`config.mk`:
```
export PLATFORM = sky130hd
export DESIGN_NAME = esr_status
export DESIGN_NICKNAME = d
export VERILOG_FILES = /design/src/esr_pkg.sv /design/src/esr_evt_if.sv /design/src/esr_evt_reg.sv /design/src/esr_status.sv
export SDC_FILE = /design/constraint.sdc
export NUM_CORES = 1
export LEC_CHECK = 0
export BUFFER_PORTS_ARGS = -buffer_cell sky130_fd_sc_hd__buf_2
export CORE_MARGIN = 5
export CORE_UTILIZATION = 61
export DETAILED_ROUTE_END_ITERATION = 10
export GPL_TIMING_DRIVEN = 0
export PLACE_DENSITY = 0.83
export SLEW_MARGIN = 0
export SYNTH_ARGS = -nofsm -noshare
export SYNTH_HDL_FRONTEND = slang
export SYNTH_SLANG_ARGS = --single-unit
```
`constraint.sdc`:
```
create_clock -name sys_clk -period 2.6 [get_ports sys_clk]
set_input_delay 0.39 -clock sys_clk [delete_from_list [all_inputs] [get_ports sys_clk]]
set_output_delay 0.39 -clock sys_clk [all_outputs]
set_load 0.05 [all_outputs]
```
`src/esr_pkg.sv`:
```
// Purpose: constants and types shared by the event status reporting block
// Assumes: one 125 MHz clock, registers reached through a command-decoded access port
// Notes:   register selects stand in for the remote command set
package esr_pkg;

  localparam int unsigned ESR_WIDTH = 8;
  localparam int unsigned ESR_UNITS = 4;

  // register select codes on the access port
  typedef enum logic [3:0] {
    ESR_SEL_STB     = 4'h0,
    ESR_SEL_SRE     = 4'h1,
    ESR_SEL_STD_EVT = 4'h2,
    ESR_SEL_STD_EN  = 4'h3,
    ESR_SEL_UNIT0   = 4'h4,
    ESR_SEL_UNIT1   = 4'h5,
    ESR_SEL_UNIT2   = 4'h6,
    ESR_SEL_UNIT3   = 4'h7,
    ESR_SEL_UEN0    = 4'h8,
    ESR_SEL_UEN1    = 4'h9,
    ESR_SEL_UEN2    = 4'ha,
    ESR_SEL_UEN3    = 4'hb
  } esr_sel_type;

  // standard event bit positions
  localparam int unsigned STD_OPS_DONE     = 0;
  localparam int unsigned STD_CTRL_REQ     = 1;
  localparam int unsigned STD_REPLY_FAULT  = 2;
  localparam int unsigned STD_DEVICE_FAULT = 3;
  localparam int unsigned STD_RUN_FAULT    = 4;
  localparam int unsigned STD_SYNTAX_FAULT = 5;
  localparam int unsigned STD_USER_REQ     = 6;
  localparam int unsigned STD_POWER_UP     = 7;

  // bits the device never sets
  localparam logic [7:0] STD_UNUSED_MASK = 8'h42;

  // status byte bit positions
  localparam int unsigned STB_STD_SUMMARY = 5;
  localparam int unsigned STB_MSG_AVAIL   = 4;
  localparam int unsigned STB_MASTER      = 6;

  // unit event register 1 positions
  localparam int unsigned U1_PRIMARY_INSIDE   = 1;
  localparam int unsigned U1_SECONDARY_INSIDE = 4;
  localparam int unsigned U1_BOTH_INSIDE      = 6;

  // reset values
  localparam logic [7:0] ESR_EVT_RESET = 8'h00;
  localparam logic [7:0] ESR_EN_RESET  = 8'h00;
  localparam logic [7:0] ESR_STD_PWRUP = 8'h80;

endpackage : esr_pkg

```
`src/esr_evt_if.sv`:
```
// Purpose: carrier between the top and one sticky event register
// Assumes: single clock domain
// Notes:   set is a per-bit pulse, clear and write enable are one-cycle strobes
`timescale 1ns/1ps
interface esr_evt_if;
  logic [7:0] set;
  logic       clr;
  logic       wr_en;
  logic [7:0] wr_data;
  logic [7:0] status;
  logic [7:0] enable;
  logic       summary;

  modport reg_side (
    input  set,
    input  clr,
    input  wr_en,
    input  wr_data,
    output status,
    output enable,
    output summary
  );
  modport ctl_side (
    output set,
    output clr,
    output wr_en,
    output wr_data,
    input  status,
    input  enable,
    input  summary
  );
endinterface : esr_evt_if

```
`src/esr_evt_reg.sv`:
```
// Purpose: one sticky 8-bit event register with its enable mask and summary
// Assumes: set has priority over clear in the same cycle
// Notes:   reset value of the event bits is a parameter so power-up can preload a flag
`timescale 1ns/1ps
module esr_evt_reg #(
  parameter logic [7:0] EVT_RESET = 8'h00
) (
  input wire logic        sys_clk,
  input wire logic        rstn,
  esr_evt_if.reg_side     evt
);
  import esr_pkg::*;

  logic [7:0] status_q;
  logic [7:0] enable_q;
  logic       summary_q;

  // set wins over a clear in the same cycle so no event is lost
  always_ff @(posedge sys_clk or negedge rstn) begin
    if (!rstn) begin
      status_q <= EVT_RESET;
    end else if (evt.clr) begin
      status_q <= evt.set;
    end else begin
      status_q <= status_q | evt.set;
    end
  end

  always_ff @(posedge sys_clk or negedge rstn) begin
    if (!rstn) begin
      enable_q <= ESR_EN_RESET;
    end else if (evt.wr_en) begin
      enable_q <= evt.wr_data;
    end
  end

  // summary is registered; lags the status by one cycle
  always_ff @(posedge sys_clk or negedge rstn) begin
    if (!rstn) begin
      summary_q <= 1'b0;
    end else begin
      summary_q <= |(status_q & enable_q);
    end
  end

  assign evt.status  = status_q;
  assign evt.enable  = enable_q;
  assign evt.summary = summary_q;

endmodule : esr_evt_reg

```
`src/esr_status.sv`:
```
// Purpose: event status reporting: standard and four unit event registers, status byte
// Assumes: command parser decodes queries and settings into sel/rd/wr strobes
// Notes:   message-available comes from outside logic; service request output is made here
// How it works
// - standard event summary drives status byte bit 5
// - standard register clears on clear-status, query, power-up
// - power-up flag bit 7 set at power-up
// - bits 6 and 1 never set
// - syntax fault sets bit 5
// - run fault sets bit 4
// - device fault sets bit 3
// - reply fault sets bit 2, clears queue
// - operations done sets bit 0
// - enable mask bits gate the summary
// - four unit registers each with enable mask
// - unit register n summary sets status bit n
// - unit registers clear on clear-status, query, power-up
// - unit register 0 measurement event layout
// - unit register 1 comparator layout with AND bit
// - unit register 2 bins 1 to 8
// - unit register 3 bins 9-13, limits, outside
// - enabled status bit rising sets master and request
`timescale 1ns/1ps
module esr_status (
  input  wire logic                 sys_clk,
  input  wire logic                 rstn,
  // register access from the command decoder
  input  wire esr_pkg::esr_sel_type acc_sel,
  input  wire logic                 acc_rd,
  input  wire logic                 acc_wr,
  input  wire logic [7:0]           acc_wdata,
  input  wire logic                 clear_status,
  output logic [7:0]                acc_rdata,
  output logic                      acc_rvalid,
  // standard event sources, one-cycle pulses
  input  wire logic                 syntax_fault,
  input  wire logic                 run_fault,
  input  wire logic                 device_fault,
  input  wire logic                 reply_fault,
  input  wire logic                 ops_done,
  input  wire logic                 power_fail_recover,
  // unit event sources and message-available
  input  wire logic [7:0]           unit0_events,
  input  wire logic [7:0]           unit1_events,
  input  wire logic [7:0]           unit2_events,
  input  wire logic [7:0]           unit3_events,
  input  wire logic                 msg_available,
  // outputs
  output logic                      ignore_to_terminator,
  output logic                      queue_flush,
  output logic [7:0]                status_byte,
  output logic                      master_summary,
  output logic                      service_request
);
  import esr_pkg::*;

  esr_evt_if std_if ();
  esr_evt_if u_if [ESR_UNITS] ();

  logic [7:0] std_set;
  logic [7:0] unit_set [ESR_UNITS];
  logic [7:0] sre_q;
  logic [7:0] stb_d;
  logic [7:0] stb_q;
  logic [7:0] acc_rdata_q;
  logic       acc_rvalid_q;
  logic       ignore_q;
  logic       flush_q;
  logic       master_q;
  logic       srq_q;

  function automatic logic is_read_of(input esr_sel_type s, input esr_sel_type t,
                                      input logic rd);
    return rd && (s == t);
  endfunction : is_read_of

  // standard event sources; bits 6 and 1 are tied off
  always_comb begin
    std_set                   = 8'h00;
    std_set[STD_SYNTAX_FAULT] = syntax_fault;
    std_set[STD_RUN_FAULT]    = run_fault;
    std_set[STD_DEVICE_FAULT] = device_fault;
    std_set[STD_REPLY_FAULT]  = reply_fault;
    std_set[STD_OPS_DONE]     = ops_done;
    std_set[STD_POWER_UP]     = power_fail_recover;
    std_set                   = std_set & ~STD_UNUSED_MASK;
  end

  assign std_if.set     = std_set;
  assign std_if.clr     = clear_status
                          || is_read_of(acc_sel, ESR_SEL_STD_EVT, acc_rd);
  assign std_if.wr_en   = acc_wr && (acc_sel == ESR_SEL_STD_EN);
  assign std_if.wr_data = acc_wdata;

  // power-up loads the flag through the reset value
  esr_evt_reg #(.EVT_RESET(ESR_STD_PWRUP)) u_std (
    .sys_clk (sys_clk),
    .rstn    (rstn),
    .evt     (std_if)
  );

  // unit event layouts; bit positions follow the input vectors directly, except unit 1 bit 6 (AND of bits 1 and 4)
  always_comb begin
    unit_set[0] = unit0_events;
    unit_set[1] = unit1_events;
    unit_set[1][U1_BOTH_INSIDE] = unit1_events[U1_PRIMARY_INSIDE]
                                  & unit1_events[U1_SECONDARY_INSIDE];
    unit_set[2] = unit2_events;
    unit_set[3] = unit3_events;
  end

  for (genvar n = 0; n < ESR_UNITS; n++) begin : g_unit
    assign u_if[n].set     = unit_set[n];
    assign u_if[n].clr     = clear_status
                             || is_read_of(acc_sel, esr_sel_type'(4'(ESR_SEL_UNIT0 + n)),
                                           acc_rd);
    assign u_if[n].wr_en   = acc_wr && (acc_sel == esr_sel_type'(4'(ESR_SEL_UEN0 + n)));
    assign u_if[n].wr_data = acc_wdata;
    esr_evt_reg #(.EVT_RESET(ESR_EVT_RESET)) u_reg (
      .sys_clk (sys_clk),
      .rstn    (rstn),
      .evt     (u_if[n])
    );
    assign stb_d[n] = u_if[n].summary;
  end

  assign stb_d[STB_MSG_AVAIL]   = msg_available;
  assign stb_d[STB_STD_SUMMARY] = std_if.summary;
  assign stb_d[STB_MASTER]      = 1'b0;
  assign stb_d[7]               = 1'b0;

  always_ff @(posedge sys_clk or negedge rstn) begin
    if (!rstn) begin
      stb_q <= 8'h00;
    end else begin
      stb_q <= stb_d;
    end
  end

  always_ff @(posedge sys_clk or negedge rstn) begin
    if (!rstn) begin
      sre_q <= ESR_EN_RESET;
    end else if (acc_wr && acc_sel == ESR_SEL_SRE) begin
      sre_q <= acc_wdata;
    end
  end

  // master and request fire on a rising enabled bit; master holds until events clear
  always_ff @(posedge sys_clk or negedge rstn) begin
    if (!rstn) begin
      master_q <= 1'b0;
      srq_q    <= 1'b0;
    end else begin
      if (|(stb_d & ~stb_q & sre_q)) begin
        master_q <= 1'b1;
        srq_q    <= 1'b1;
      end else begin
        master_q <= |(stb_q & sre_q);
        if (is_read_of(acc_sel, ESR_SEL_STB, acc_rd)) begin
          srq_q <= 1'b0;
        end
      end
    end
  end

  // read data is the value held before any clear
  always_ff @(posedge sys_clk or negedge rstn) begin
    if (!rstn) begin
      acc_rdata_q  <= 8'h00;
      acc_rvalid_q <= 1'b0;
    end else begin
      acc_rvalid_q <= acc_rd;
      if (acc_rd) begin
        case (acc_sel)
          ESR_SEL_STB:     acc_rdata_q <= stb_q | {1'b0, master_q, 6'h00};
          ESR_SEL_SRE:     acc_rdata_q <= sre_q;
          ESR_SEL_STD_EVT: acc_rdata_q <= std_if.status;
          ESR_SEL_STD_EN:  acc_rdata_q <= std_if.enable;
          ESR_SEL_UNIT0:   acc_rdata_q <= u_if[0].status;
          ESR_SEL_UNIT1:   acc_rdata_q <= u_if[1].status;
          ESR_SEL_UNIT2:   acc_rdata_q <= u_if[2].status;
          ESR_SEL_UNIT3:   acc_rdata_q <= u_if[3].status;
          ESR_SEL_UEN0:    acc_rdata_q <= u_if[0].enable;
          ESR_SEL_UEN1:    acc_rdata_q <= u_if[1].enable;
          ESR_SEL_UEN2:    acc_rdata_q <= u_if[2].enable;
          ESR_SEL_UEN3:    acc_rdata_q <= u_if[3].enable;
          default:         acc_rdata_q <= 8'h00;
        endcase
      end
    end
  end

  // the parser must drop the rest of the message after a syntax fault
  always_ff @(posedge sys_clk or negedge rstn) begin
    if (!rstn) begin
      ignore_q <= 1'b0;
      flush_q  <= 1'b0;
    end else begin
      ignore_q <= syntax_fault;
      flush_q  <= reply_fault;
    end
  end

  assign acc_rdata            = acc_rdata_q;
  assign acc_rvalid           = acc_rvalid_q;
  assign ignore_to_terminator = ignore_q;
  assign queue_flush          = flush_q;
  assign status_byte          = stb_q;
  assign master_summary       = master_q;
  assign service_request      = srq_q;

endmodule : esr_status

```
==> out/qor.csv <==
metric,value,unit
grt_pass1_vias,3995,
die_w,101,um
layout_setup_ws,0.815,ns
synth_edf_count,0,
cts_tree,built,
clock-skew-final,0.0138,ns
ys_warn_count,0,
clk_pin_slew,0.11,ns
fin_util,0.708,
max_slew_margin,0.387,
grt_use_total,0.314,
crit_fanout,10,
timing.fmax,560,MHz
cp_common_cell,buf_2,
portBuffers,72,
yosys.area.top_type,dfrtp_1,
ios,77,
synth.top_cell.area_share,0.543,
tns,0,ns
syn_area,0.00502,sq mm
ir_worst_vdd,0.410,mV
ant_nets,0,
die_h,101,um
worst_path_largest_cell_delay,0.45,ns
wirelength,15.2,mm
ys_seq_elements,110,
root_buffer,clkbuf_8,
drive_above_1_share,0.354,
cp_slowest_cell,nor2_1,
status,finished clean,
fin_crit,1.78,ns
post_cts_buffers,0,
drtPass1Iterations,5,
syn_avg_cell_area,12.5,sq um
cts_buffers,9,
setup-violations-final,0,
cp_top_family,compound AO/OA/AOI/OAI gates,
required,2.88,ns
path_cells,buf_2 > buf_2 > nor2_1 > a22oi_1 > o2111ai_1 > a221oi_1 > a211oi_1,
place_ws,0.487,ns
htreeDepth,3,
async_reset_ff_frac,1.00,
crit_arrival,2.06,ns
multiInputGateArea,0.00213,sq mm
dp.final_hpwl,11.5,mm
vias,4061,
fp-row-count,33,
hold_class,in2async,
ys_top_cells_by_area,"dfrtp_1 (54%), mux2_2 (12%), a21o_1 (5.5%)",
ctsHoldBuffers,0,
netlist_instances,402,
die_area,0.0101,sq mm
avgViaCountPerCell,6.80,
place.gp.congestion,0.949,
crit_type,in2reg,
cap_violations,0,
synth_most_common_cell,dfrtp_1,
nets,543,
syn2layout_area_growth,14.7,%
grt_max_degree,62,
p_leak,0.00261,uW
cts.repair.resized,0,
clock-sinks,110,
hold_viol,0,
final.fill_count,599,
critPathLaunchType,primary input,
drt-initial-drc-count,427,
seqCellArea,0.00275,sq mm
synth_flop_cell,dfrtp_1,
grt_pass1_wl,23.6,mm
period_share,0.686,
wire_per_inst,25.4,um
cp_num_buf_inv,2,
rsz0062_at_grt,no,
drcViolationCount,0,
diodes,0,
drv_slew,0,
clock_latency,0.38,ns
synth_commonest_cells,"dfrtp_1 (109), mux2_2 (54), a21o_1 (37)",
start_util,0.617,
tightest_slew,0.916,ns
synth_cell_types,58,
p_per_area,752,mW/mm^2
clockBufferDepth,2,
grt-ovfl-total,0,
antenna_found_initial,0,
cp-end-kind,flop,
core,0.00813,sq mm
ys_seq_area_frac,0.548,
[worst reg2reg max path, cell delays in order (launching register included)]
cell       delay, ns
dfrtp_1         0.42
mux2_2          0.27
a32oi_1         0.19
o2111ai_1       0.21
a221oi_1        0.33
a211oi_1        0.10
[state kept, by name (all words and copies together) (netlist names), 4 cells and up]
signal,count
u_std.evt.enable,8
u_std.evt.status,6
g_unit.u_reg.evt.status,32
g_unit.u_reg.evt.enable,32
sre_q,8
acc_rdata,8
status_byte,6
g_unit.u_reg.evt.summary,4
[placed cells by master (no fill, tap or decap), types with 4 or more instances in the layout]
| cell type | count |
|---|---|
| dfrtp_1 | 109 |
| a221oi_1 | 5 |
| a21o_1 | 37 |
| buf_4 | 7 |
| o22ai_1 | 4 |
| nand4_1 | 6 |
| mux2_2 | 54 |
| a21oi_1 | 6 |
| nand2_1 | 13 |
| nor2_1 | 14 |
| a22oi_1 | 31 |
| mux2i_1 | 8 |
| nor3_1 | 4 |
| a22o_1 | 4 |
| buf_2 | 78 |
| nor2b_1 | 5 |
| clkbuf_8 | 9 |
| inv_1 | 5 |
| a31oi_1 | 10 |
| nand3_1 | 13 |
[metrics by stage]
step	area (sq um)	instances	power, uW	hold WS, ns
after CTS	5760	597	4310	0.0480
final	5760	597	4330	0.0209
after global placement	5520	580	3190	0.358
after global routing	5760	597	4490	0.0671
after detailed placement	5550	581	3240	0.363
after floorplan	5020	403	2840	0.0944
[layer usage]
| layer | wire length (um) | vias to the layer above | GRT usage | share of wire |
|---|---|---|---|---|
| met5 | 0 | - | 0 | 0 |
| met4 | 657 | 0 | 0.156 | 0.043 |
| met3 | 1550 | 62 | 0.0713 | 0.10 |
| met2 | 6760 | 272 | 0.456 | 0.45 |
| met1 | 6200 | 2007 | 0.446 | 0.41 |
| li1 | - | 1720 | - | - |
[power breakdown]
group	total (uW)	leakage [uW]	internal (uW)	switching [uW]
Sequential	2270	0.00126	1990	277
Clock	1100	0.000110	472	628
Combinational	961	0.00124	407	554
Total	4330	0.00261	2870	1460
[path summary, 6_finish.rpt]
check,startpoint,end,slack (ns),cells after the start
worst max-delay path,acc_sel[1],acc_rdata[3],0.82,7
worst min register to register,g_unit[0].u_reg.evt.summary,status_byte[0],0.38,0
min in group sys_clk,msg_available,status_byte[4],0.13,1
max in group asynchronous,rstn,g_unit[2].u_reg.evt.enable[6],1.85,2
worst max register to register,u_std.evt.status[3],acc_rdata[3],0.97,5
worst min-delay path,rstn,status_byte[5],0.02,1
[cell type report]
class                           count  area share
Timing Repair Buffer               73      0.0678
Sequential cell                   110       0.478
Tap cell                          105      0.0228
Clock buffer                        9      0.0215
Clock inverter                      7      0.0150
Buffer                             18      0.0198
Multi-Input combinational cell    268       0.370
Inverter                            7     0.00456
[kinds of logic (layout without fill, tap and decap cells)]
kind of cell,Yosys count,after routing,synth area share
AOI/OAI and AO/OA,127,127,0.193
other,1,2,0.000747
muxes,65,65,0.148
and+or+nand+nor,74,74,0.0815
DFF,110,110,0.548
buffers and inverters,25,114,0.0279
Note: power is estimated with default switching activity, not from simulation.
